File: src/cssqt_map.svh
// constants for the charge sequencer and safety timer block
// assumes a 125 MHz clock; analog comparators arrive as async levels
// Notes on behaviour
// (RQ1) one of charge, boost or hi-z mode
// (RQ2) hi-z mode: no charge, no boost
// (RQ3) charge mode enables all four regulation loops
// (RQ4) below short threshold: short-circuit current only
// (RQ5) above short: ramp current, input cap 100 mA
// (RQ6) regulation voltage host-set, 3.5 to 4.44 V
// (RQ7) terminate at termination current above recharge level
// (RQ8) termination disabled while enable bit is 0
// (RQ9) restart on recharge, weak POR, enable toggle, reset
// (RQ10) charge start runs long timer; host write stops it
// (RQ11) stopped long timer starts short host timer
// (RQ12) kick restarts short timer, kick self-clears
// (RQ13) short expiry: terminate, defaults, long timer, resume
// (RQ14) short mode with host, long mode without
// (RQ15) long expiry: charger off, fault code reported
// (RQ16) fault cleared by POR; status held until read
// (RQ17) converter at fixed 3 MHz, duty 0 to 99.5%
// (RQ18) cycle ends early at high-side peak limit
// (RQ19) low side off before reversal, sync above 100mA
// (RQ20) blocking switch off when bus below battery node
// (RQ21) thermal shutdown stops switching, freezes timers
// (RQ22) weak no-host power-up: cap from otg pin
// (RQ23) host kicks well inside short timer period
`ifndef CSSQT_MAP_SVH
`define CSSQT_MAP_SVH
`define CSSQT_CLK_MHZ        125
`define CSSQT_LONG_SEC       1920
`define CSSQT_SHORT_SEC      32
`define CSSQT_TICK_CYCLES    (`CSSQT_CLK_MHZ * 1000)
`define CSSQT_TICKS_PER_SEC  1000
`define CSSQT_SW_NS          333
`define CSSQT_SW_CYCLES      ((`CSSQT_SW_NS * `CSSQT_CLK_MHZ) / 1000)
`define CSSQT_DUTY_MAX       8'hc7
`define CSSQT_VREG_MIN       6'h00
`define CSSQT_VREG_MAX       6'h2f
`define CSSQT_VREG_RST       6'h02
`define CSSQT_TERMINATION_CURRENT_RST      3'h0
`define CSSQT_ICHG_RST       4'h0
`define CSSQT_STAT_READY     2'h0
`define CSSQT_STAT_CHARGING  2'h1
`define CSSQT_STAT_DONE      2'h2
`define CSSQT_STAT_FAULT     2'h3
`define CSSQT_FAULT_NONE     3'h0
`define CSSQT_FAULT_TIMER    3'h6
`endif

File: src/cssqt_pkg.sv
// types shared by the charge sequencer and safety timer
// assumes cssqt_map.svh holds all numeric constants
package cssqt_pkg;
   typedef enum logic [5:0] {
      CS_HIZ   = 6'b000001,
      CS_SHORT = 6'b000010,
      CS_FAST  = 6'b000100,
      CS_DONE  = 6'b001000,
      CS_FAULT = 6'b010000,
      CS_BOOST = 6'b100000
   } cssqt_state_type;
   // analog comparator levels, all asynchronous to clk
   typedef struct packed {
      logic bus_above_batt;
      logic batt_below_short;
      logic batt_below_vreg;
      logic batt_below_recharge;
      logic batt_below_weak;
      logic at_term_current;
      logic hs_peak_limit;
      logic ls_above_sync;
      logic thermal_shutdown;
      logic otg_pin;
   } cssqt_sense_type;
   // host register fields as decoded by the serial slave
   typedef struct packed {
      logic       charge_enable;
      logic       hiz_request;
      logic       boost_request;
      logic       term_enable;
      logic       reg_reset;
      logic       cap_500;
      logic [5:0] vreg_code;
      logic [2:0] termination_current_code;
      logic [3:0] ichg_code;
   } cssqt_cfg_type;
   typedef struct packed {
      logic       charge_loops_en;
      logic       short_current;
      logic       ramp_en;
      logic       cap_500;
      logic [5:0] vreg_code;
      logic [2:0] termination_current_code;
      logic [3:0] ichg_code;
   } cssqt_loop_type;
   typedef struct packed {
      logic       rev_block_on;
      logic       high_side_on;
      logic       low_side_on;
      logic       boost_on;
   } cssqt_gate_type;
endpackage

File: src/cssqt_top.sv
// charge mode sequencer, safety timers and switch gating
// assumes a serial slave supplies decoded host writes on clk; sense levels are async
`timescale 1ns/1ps
`include "cssqt_map.svh"
module cssqt_top (
   input  wire logic                      clk,
   input  wire logic                      sys_rst,
   input  wire cssqt_pkg::cssqt_sense_type sense_in,
   input  wire cssqt_pkg::cssqt_cfg_type   cfg_in,
   input  wire logic                      host_write,
   input  wire logic                      safety_timer_kick,
   input  wire logic                      status_read,
   input  wire logic [7:0]                duty_cmd,
   input  wire logic                      auto_charge_variant,
   output cssqt_pkg::cssqt_loop_type      loop_out,
   output cssqt_pkg::cssqt_gate_type      gate_out,
   output logic [1:0]                     status_state_field,
   output logic [2:0]                     fault_code,
   output logic                           short_timer_mode,
   output logic                           kick_pending,
   output logic                           defaults_request
);
   import cssqt_pkg::*;

   // saturate the host's regulation voltage code to the legal window
   // codes above the top would ask for more than the cell can take;
   // clamping keeps a stray host write harmless
   function automatic logic [5:0] clamp_vreg(input logic [5:0] c);
      clamp_vreg = (c > `CSSQT_VREG_MAX) ? `CSSQT_VREG_MAX : c;
   endfunction

   // a charge always opens in the phase the cell voltage calls for
   function automatic cssqt_state_type entry_state(input logic below_short);
      entry_state = below_short ? CS_SHORT : CS_FAST;
   endfunction

   // frame position scaled to half-percent steps; worked at 16 bits
   // because 40 x 200 does not fit in a byte
   function automatic logic [15:0] frame_share(input logic [5:0] pos);
      frame_share = (16'(pos) * 16'd200) / 16'(`CSSQT_SW_CYCLES);
   endfunction

   // two-flop synchroniser for the analog levels
   // the first flop may go metastable, so only s_q feeds
   // the logic below
   cssqt_sense_type s_meta_q, s_q;
   always_ff @(posedge clk) begin
      if (sys_rst) begin
         s_meta_q <= '0;
         s_q      <= '0;
      end else begin
         s_meta_q <= sense_in;
         s_q      <= s_meta_q;
      end
   end

   // one-second tick prescaler, frozen in thermal shutdown
   // two stages keep each counter narrow: 125000 cycles make a
   // millisecond, a thousand of those the second both timers count.
   // limitation: a timer restart does not realign the prescaler, so
   // the first second after a restart may come early
   logic [16:0] pre_q, pre_d;
   logic [9:0]  ms_q, ms_d;
   logic        sec_tick;
   always_comb begin
      pre_d    = pre_q;
      ms_d     = ms_q;
      sec_tick = 1'b0;
      if (!s_q.thermal_shutdown) begin // RQ21
         if (pre_q == 17'(`CSSQT_TICK_CYCLES - 1)) begin
            pre_d = '0;
            if (ms_q == 10'(`CSSQT_TICKS_PER_SEC - 1)) begin
               ms_d     = '0;
               sec_tick = 1'b1;
            end else begin
               ms_d = ms_q + 10'h001;
            end
         end else begin
            pre_d = pre_q + 17'h00001;
         end
      end
   end
   // prescaler registers
   always_ff @(posedge clk) begin
      if (sys_rst) begin
         pre_q <= '0;
         ms_q  <= '0;
      end else begin
         pre_q <= pre_d;
         ms_q  <= ms_d;
      end
   end

   // charge state machine and safety timers
   // one counter serves both timers: short_mode_q picks the limit,
   // so a hand-over only clears it and flips the mode bit.
   // por_q counts down from reset so the weak-battery check reads
   // the comparators once the synchroniser holds a real sample,
   // not the reset value of its flops
   cssqt_state_type st_q, st_d;
   logic [10:0] tmr_q, tmr_d;
   logic        short_mode_q, short_mode_d;
   logic        kick_q, kick_d;
   logic        ce_q, ce_d;
   logic        dflt_q, dflt_d;
   logic        cap_otg_q, cap_otg_d;
   logic [1:0]  por_q, por_d;
   logic        restart;
   logic        long_exp, short_exp;
   always_comb begin
      st_d         = st_q;
      tmr_d        = tmr_q;
      short_mode_d = short_mode_q;
      kick_d       = kick_q;
      ce_d         = cfg_in.charge_enable;
      dflt_d       = 1'b0;
      cap_otg_d    = cap_otg_q;
      por_d        = (por_q == 2'h0) ? 2'h0 : por_q - 2'h1;
      long_exp     = !short_mode_q && (tmr_q == 11'(`CSSQT_LONG_SEC));
      short_exp    = short_mode_q && (tmr_q == 11'(`CSSQT_SHORT_SEC));
      // restart sources: recharge, weak-battery power-up, enable toggle, reset
      // reg_reset is a level and keeps restarting while it is held
      restart = (st_q == CS_DONE && s_q.batt_below_recharge)                     // RQ9
              || (por_q == 2'h1 && auto_charge_variant && s_q.batt_below_weak)   // RQ9
              || (ce_q != cfg_in.charge_enable)                                  // RQ9
              || cfg_in.reg_reset;                                               // RQ9
      // the otg pin sets the cap only for a weak cell with no host yet;
      // the first host write hands the cap back to the register field
      if (por_q == 2'h1) begin
         cap_otg_d = auto_charge_variant && s_q.batt_below_weak && s_q.otg_pin; // RQ22
      end
      if (host_write) begin
         cap_otg_d = 1'b0;
      end
      // timer counts seconds; thermal freeze lives in the tick
      if (st_q != CS_HIZ && st_q != CS_FAULT && st_q != CS_BOOST && sec_tick) begin
         tmr_d = tmr_q + 11'h001;
      end
      // any host write stops the long timer and starts supervision
      if (host_write && !short_mode_q) begin
         short_mode_d = 1'b1; // RQ10 RQ11 RQ14
         tmr_d        = '0;
      end
      // kick latches, restarts short timer, then clears itself
      // held one cycle so the bit reads back as 1 once before it
      // drops; a kick in long mode only sets and clears the bit
      if (safety_timer_kick) begin
         kick_d = 1'b1;
      end else if (kick_q) begin
         kick_d = 1'b0; // RQ12
         if (short_mode_q) begin
            tmr_d = '0; // RQ12
         end
      end
      // mode decode: hi-z is home; boost starts only from it, charging from it or from done
      unique case (st_q)
         CS_HIZ: begin
            // a charge opens on a restart event or a cell below regulation,
            // which also covers a cell fitted while the bus is up
            if (cfg_in.boost_request && !cfg_in.hiz_request) begin
               st_d = CS_BOOST; // RQ1
            end else if (!cfg_in.hiz_request && cfg_in.charge_enable &&
                         (restart || s_q.batt_below_vreg)) begin
               st_d  = entry_state(s_q.batt_below_short);
               tmr_d = '0; // RQ10
            end
         end
         CS_BOOST: begin
            // thermal shutdown only gates the switch; the mode stays
            if (!cfg_in.boost_request || cfg_in.hiz_request) begin
               st_d = CS_HIZ;
            end
         end
         CS_SHORT, CS_FAST: begin
            // expiry is judged only while charging: an idle cell draws
            // no current and needs no backstop
            if (cfg_in.hiz_request || !cfg_in.charge_enable) begin
               st_d = CS_HIZ; // RQ2
            end else if (long_exp) begin
               st_d = CS_FAULT; // RQ15
            end else if (short_exp) begin
               dflt_d       = 1'b1; // RQ13
               short_mode_d = 1'b0; // RQ13 RQ14
               tmr_d        = '0;
               st_d         = entry_state(s_q.batt_below_short);
            end else if (st_q == CS_SHORT) begin
               if (!s_q.batt_below_short) begin
                  st_d = CS_FAST; // RQ4
               end
            end else if (s_q.batt_below_short) begin
               st_d = CS_SHORT; // RQ4
            end else if (!s_q.batt_below_vreg && !s_q.batt_below_recharge &&
                         s_q.at_term_current && cfg_in.term_enable) begin
               st_d = CS_DONE; // RQ7 RQ8
            end
         end
         CS_DONE: begin
            // a full cell waits for the recharge level or a host restart;
            // hi-z still wins so the host can park the charger
            if (cfg_in.hiz_request) begin
               st_d = CS_HIZ;
            end else if (restart) begin
               st_d  = entry_state(s_q.batt_below_short);
               tmr_d = '0;
            end
         end
         CS_FAULT: begin
            // only a power-on reset leaves the fault; no write clears it
            st_d = CS_FAULT; // RQ16
         end
      endcase
   end
   // reset: hi-z, long-timer mode, fault and timers cleared
   always_ff @(posedge clk) begin
      if (sys_rst) begin
         st_q         <= CS_HIZ;
         tmr_q        <= '0;
         short_mode_q <= 1'b0;
         kick_q       <= 1'b0;
         ce_q         <= 1'b0;
         dflt_q       <= 1'b0;
         cap_otg_q    <= 1'b0;
         por_q        <= 2'h3; // reset stands in for bus power-on
      end else begin
         st_q         <= st_d;
         tmr_q        <= tmr_d;
         short_mode_q <= short_mode_d;
         kick_q       <= kick_d;
         ce_q         <= ce_d;
         dflt_q       <= dflt_d;
         cap_otg_q    <= cap_otg_d;
         por_q        <= por_d;
      end
   end

   // status field freezes after a fault until the host reads it
   // the code only takes the timer value here; other faults belong
   // to protection logic outside this block. a read while the fault
   // persists re-latches it on the next cycle
   logic [1:0] stat_q, stat_d;
   logic [2:0] fcode_q, fcode_d;
   logic       held_q, held_d;
   logic [1:0] stat_now;
   always_comb begin
      unique case (st_q)
         CS_SHORT, CS_FAST: stat_now = `CSSQT_STAT_CHARGING;
         CS_DONE:           stat_now = `CSSQT_STAT_DONE;
         CS_FAULT:          stat_now = `CSSQT_STAT_FAULT;
         default:           stat_now = `CSSQT_STAT_READY;
      endcase
      stat_d  = stat_q;
      fcode_d = fcode_q;
      held_d  = held_q;
      if (!held_q) begin
         stat_d = stat_now;
         if (st_q == CS_FAULT) begin
            fcode_d = `CSSQT_FAULT_TIMER; // RQ15
            held_d  = 1'b1; // RQ16
         end
      end else if (status_read) begin
         held_d = 1'b0; // RQ16
      end
   end
   // status registers
   always_ff @(posedge clk) begin
      if (sys_rst) begin
         stat_q  <= `CSSQT_STAT_READY;
         fcode_q <= `CSSQT_FAULT_NONE;
         held_q  <= 1'b0;
      end else begin
         stat_q  <= stat_d;
         fcode_q <= fcode_d;
         held_q  <= held_d;
      end
   end

   // 3 MHz switching frame with duty compare and peak cutoff
   // the frame counter runs freely, so a new charge joins the frame
   // at whatever position it has reached. the peak cutoff holds to the end of
   // the frame so a current spike cannot turn the high side back on
   // within the same switching cycle
   logic [5:0] sw_q, sw_d;
   logic       cut_q, cut_d;
   logic [7:0] duty;
   logic       charging;
   cssqt_gate_type gate_d, gate_q;
   cssqt_loop_type loop_d, loop_q;
   always_comb begin
      charging = (st_q == CS_SHORT || st_q == CS_FAST);
      duty     = (duty_cmd > `CSSQT_DUTY_MAX) ? `CSSQT_DUTY_MAX : duty_cmd; // RQ17
      sw_d     = (sw_q == 6'(`CSSQT_SW_CYCLES - 1)) ? 6'h00 : sw_q + 6'h01; // RQ17
      cut_d    = cut_q;
      if (sw_d == 6'h00) begin
         cut_d = 1'b0;
      end else if (s_q.hs_peak_limit) begin
         cut_d = 1'b1; // RQ18
      end
      // the blocking switch follows the bus comparator so the cell can
      // never feed the bus, whatever the converter does
      gate_d.rev_block_on = charging && s_q.bus_above_batt; // RQ20
      // high side on for the first duty share of the frame, minus a peak cutoff
      gate_d.high_side_on = charging && st_q == CS_FAST && !s_q.thermal_shutdown && !cut_d
                            && s_q.bus_above_batt
                            && (frame_share(sw_q) < 16'(duty)); // RQ17 RQ18
      gate_d.low_side_on  = charging && st_q == CS_FAST && !s_q.thermal_shutdown
                            && !gate_d.high_side_on && s_q.ls_above_sync; // RQ19 RQ21
      gate_d.boost_on     = (st_q == CS_BOOST) && !s_q.thermal_shutdown; // RQ1 RQ21
      loop_d.charge_loops_en = charging; // RQ3
      loop_d.short_current   = (st_q == CS_SHORT); // RQ4
      loop_d.ramp_en         = (st_q == CS_FAST); // RQ5
      // long-timer mode runs on defaults: host parameters count only
      // while the host proves it is alive inside the short window
      loop_d.cap_500         = (dflt_q || !short_mode_q) ? cap_otg_q : cfg_in.cap_500; // RQ5 RQ22
      loop_d.vreg_code       = (dflt_q || !short_mode_q) ? `CSSQT_VREG_RST
                                                        : clamp_vreg(cfg_in.vreg_code); // RQ6
      loop_d.termination_current_code      = short_mode_q ? cfg_in.termination_current_code : `CSSQT_TERMINATION_CURRENT_RST;
      loop_d.ichg_code       = short_mode_q ? cfg_in.ichg_code : `CSSQT_ICHG_RST; // RQ13
   end
   // frame, cutoff and output registers
   always_ff @(posedge clk) begin
      if (sys_rst) begin
         sw_q   <= '0;
         cut_q  <= 1'b0;
         gate_q <= '0;
         loop_q <= '0;
      end else begin
         sw_q   <= sw_d;
         cut_q  <= cut_d;
         gate_q <= gate_d;
         loop_q <= loop_d;
      end
   end

   // outputs straight from flops
   // so the gate drivers never see a glitch from the decode above
   assign gate_out           = gate_q;
   assign loop_out           = loop_q;
   assign status_state_field = stat_q;
   assign fault_code         = fcode_q;
   assign short_timer_mode   = short_mode_q;
   assign kick_pending       = kick_q;
   assign defaults_request   = dflt_q;
endmodule

File: config.mk
export PLATFORM = sky130hd
export DESIGN_NAME = cssqt_top
export DESIGN_NICKNAME = d
export VERILOG_FILES = /design/src/cssqt_pkg.sv /design/src/cssqt_top.sv
export VERILOG_INCLUDE_DIRS = /design/src
export SDC_FILE = /design/constraint.sdc
export NUM_CORES = 1
export LEC_CHECK = 0
export ABC_CLOCK_PERIOD_IN_PS = 13560
export BUFFER_PORTS_ARGS = -buffer_cell sky130_fd_sc_hd__buf_2
export CAP_MARGIN = 20
export CORE_ASPECT_RATIO = 1.25
export CORE_UTILIZATION = 34
export CTS_BUF_LIST = sky130_fd_sc_hd__clkbuf_8
export DETAILED_ROUTE_END_ITERATION = 6
export SETUP_SLACK_MARGIN = 0.2
export SYNTH_ARGS = -nofsm -noshare
export SYNTH_HDL_FRONTEND = slang
export SYNTH_SLANG_ARGS = --single-unit
File: constraint.sdc
create_clock -name clk -period 13.56 [get_ports clk]
set_input_delay 1.356 -clock clk [delete_from_list [all_inputs] [get_ports clk]]
set_output_delay 1.356 -clock clk [all_outputs]
set_load 0.02 [all_outputs]
==> impl_results.md <==
- Status: completed
- Final-report setup violation count: 0
- Clock Sinks: 103
- Top cell type's share of synthesized area: 0.2333
- Fraction of registers with async set/reset: 0
- Area Overhead vs Synth: 10.77%
- Number of global-route vias before repair: 8303
- Net Sw Frac: 0.4515
- Seq/Total Area, Yosys: 0.2333
- Hold slack: 432.9 ps
- Effective utilization at floorplan: 0.3484
- Synth Area per Inst: 7.907 sq um
- Detailed Route WL: 24590 um
- Adder-cell share of the synthesized area: 0.06454
- Clock share of power: 0.172
- Flops & latches, synth: 103
- Detailed-router iteration count before antenna repair: 5
- Synthesized area: 8840 sq um
- Slew margin rel.: 0.3041
- Root Driver: clkbuf_8
- Core area: 25370 sq um
- Row count: 65
- Clock-pin slew on the worst setup and hold paths: 110 ps
- Critical path arrival: 12780 ps
- CP startpoint kind: register
- Critical Path RT: 13880 ps
- Post-Route Utilization: 0.3859
- Syn nets: 1206
- Initial antenna violation count: 0
- Synth area leader: dfxtp_1
- Most used cell, CP: ha_1
- Initial DRC count: 502
- Global-route wire length before repair: 40390 um
- HPWL Detailed: 19410 um
- Clock Skews: 12.34 ps
- Compound-Gate Fraction of Synth Area: 0.2786
- Via total after detailed routing: 8806
- Hold path depth: 2
- EDFF count, synth: 0
- Cells after Synth: 1118
- R2r worst-path depth: 44
- DRC violations left: 0
- Share of cells above drive strength 1: 0.1535
- Tightest Hold Check Type: register to register
- Diode count: 0
- NetSw: 0.0005371 W
- Synth warn: 0
- Total GRT Usage: 0.1817
- Clk buf depth: 2
- Synth area leaders: dfxtp_1 23%, ha_1 6.2%, nor2_1 5.4%
- Die Y: 182.3 um
- TritonCTS clock tree: built
- Avg WL per Cell: 16.24 um
- Post-DRT Antenna Nets: 0
- Clock Latency Late Sink: 370 ps
- Hold Vio Cnt, Final: 0
- Main combinational cell family by area after synthesis: simple AND/OR/NAND/NOR gates
- Max IR drop VDD: 0.06434 mV
- P_leak: 3.909 nW
- Setup crit end kind: register
- Mux contribution to synthesized area: 0.02505
- Routability cong.: 0.9282
- Flop pwr share: 0.265
- Int Power: 0.0006525 W
- # IOs: 72
- # port buffers: 70
- Critical path's slowest cell: fa_1
- Tmin final: 12450 ps
- CTS buffer count: 9
- Die Area: 26650 sq um
- Crit Path Category: register to register
- Logic pwr share: 0.563
- Max Slew Vio Count: 0
- Largest net degree at the start of global routing: 54
- Post-Synth XOR/XNOR Area: 0.06936
- Worst Path Max Fanout: 14
- Aggregate global routing overflow: 0
- PwrDens: 121.5 nW/um^2
- Die W: 146.2 um
- H-tree levels: 3
- Max_cap viols: 0
- DR vias/cell: 5.816
- Tcrit/Tclk final: 0.9184
- Worst Tran Pin Value: 1036 ps
- Commonest cells after routing, fill and taps aside: 128 x nor2_1, 103 x dfxtp_1, 92 x nand2_1
- Ys flop type: dfxtp_1
- Most common cell after layout, fill and taps aside: nor2_1
- Setup TNS: 0 ps
- Unique masters post-synth: 117
- CP max stage delay: 690 ps
- RSZ-0062 raised after global routing: no
- F_max: 80.30 MHz
- Layout net count: 1262
- Simple-gate area share of the yosys netlist: 0.2897
layer usage:
metal | part of all wire | track usage | vias to the layer above
li1 | - | - | 4314
met1 | 0.42 | 0.2121 | 4107
met2 | 0.48 | 0.3171 | 316
met3 | 0.050 | 0.02850 | 69
met4 | 0.046 | 0.09875 | 0
met5 | 0 | 0 | -
power by group through the flow:
stage                     logic [W]  registers (W)  clock network, W
after floorplan            0.000510       0.000325                 0
after global placement     0.000650       0.000322                 0
after detailed placement   0.000645       0.000323                 0
after CTS                  0.000652       0.000316          0.000212
after global routing       0.000729       0.000317          0.000225
final                      0.000670       0.000316          0.000204
state kept, by name, summed over array words and instances (netlist names), 2 cells and up:
| name | count |
|---|---|
| gate_out | 4 |
| loop_out | 17 |
| ms_q | 10 |
| por_q | 2 |
| pre_q | 17 |
| s_meta_q | 10 |
| s_q | 10 |
| st_q | 6 |
| status_state_field | 2 |
| sw_q | 6 |
| tmr_q | 11 |
final timing paths:
check                           slack (ps)                from                endpoint
worst max register to register        1110  sw_q[1]$_SDFF_PP0_  gate_out[2]$_SDFF_PP0_
worst max-delay path                  1110  sw_q[1]$_SDFF_PP0_  gate_out[2]$_SDFF_PP0_
worst min-delay path                   430   s_q[2]$_SDFF_PP0_  gate_out[1]$_SDFF_PP0_
worst min register to register         430   s_q[2]$_SDFF_PP0_  gate_out[1]$_SDFF_PP0_
through the flow:
| stage | instance area, sq um | power (W) | cells | setup slack (ps) |
|---|---|---|---|---|
| finish | 9792 | 0.001190 | 1514 | 1107 |
| CTS | 9692 | 0.001180 | 1510 | 293.3 |
| floorplan | 8840 | 0.0008347 | 1118 | 1706 |
| global route | 9792 | 0.001271 | 1514 | 221.2 |
| detailed placement | 9472 | 0.0009675 | 1493 | -54.65 |
| global placement | 9472 | 0.0009728 | 1493 | 506.8 |
area by class of cell:
type	instances	area (sq um)
inverter	34	132.6
fill	2697	15580
clock inverter	6	72.57
tap	335	419.2
timing repair buffer	85	460.4
multi-input combinational	941	6507
clock buffer	10	137.6
sequential	103	2062
kinds of logic after synthesis:
kind of cell	after synthesis
simple gates	494
compound gates	315
fa+ha+maj	45
other cells	1
xor+xnor	66
flops	103
mux	20
buf+inv	74
synth_stat cells (8+ instances only):
master and count:
nand2_1 92, dfxtp_1 103, o22ai_1 8, or2_2 9, a21o_1 12, nand3_1 41, nand4_1 22, nor3_1 42
mux2i_1 14, o211a_1 10, clkbuf_1 21, xor2_1 27, inv_1 30, or3_1 18, nor4_1 14, a31oi_1 13
a211oi_1 14, nand2b_1 14, nor2b_1 31, o21ai_1 8, o211ai_1 15, xnor2_1 36, o221ai_1 8, ha_1 44
and3_1 13, buf_2 8, nand3b_1 9, o21a_1 10, and2_1 23, nor2_1 128, o21ai_0 41, a21oi_1 49
critical path, delay by kind of cell, from the launching register on:
kind / cells / cell delay, ps
AOI/OAI and AO/OA: 21 / 6010
adders and majority gates: 7 / 2340
and+or+nand+nor: 7 / 2040
buffers and inverters: 6 / 870
muxes: 2 / 550
DFF: 1 / 330
xor gates and xnor gates: 1 / 260
timing repair:
action / in CTS / in global routing
pin swaps: 1 / 0
buffers inserted: 1 / 3
gates resized for setup: 2 / 13
hold buffers: 0 / 0
hold endpoints to repair: 0 / 0
endpoints found under the setup margin: 2 / 2
No activity file was read; power rests on OpenSTA's default activity.
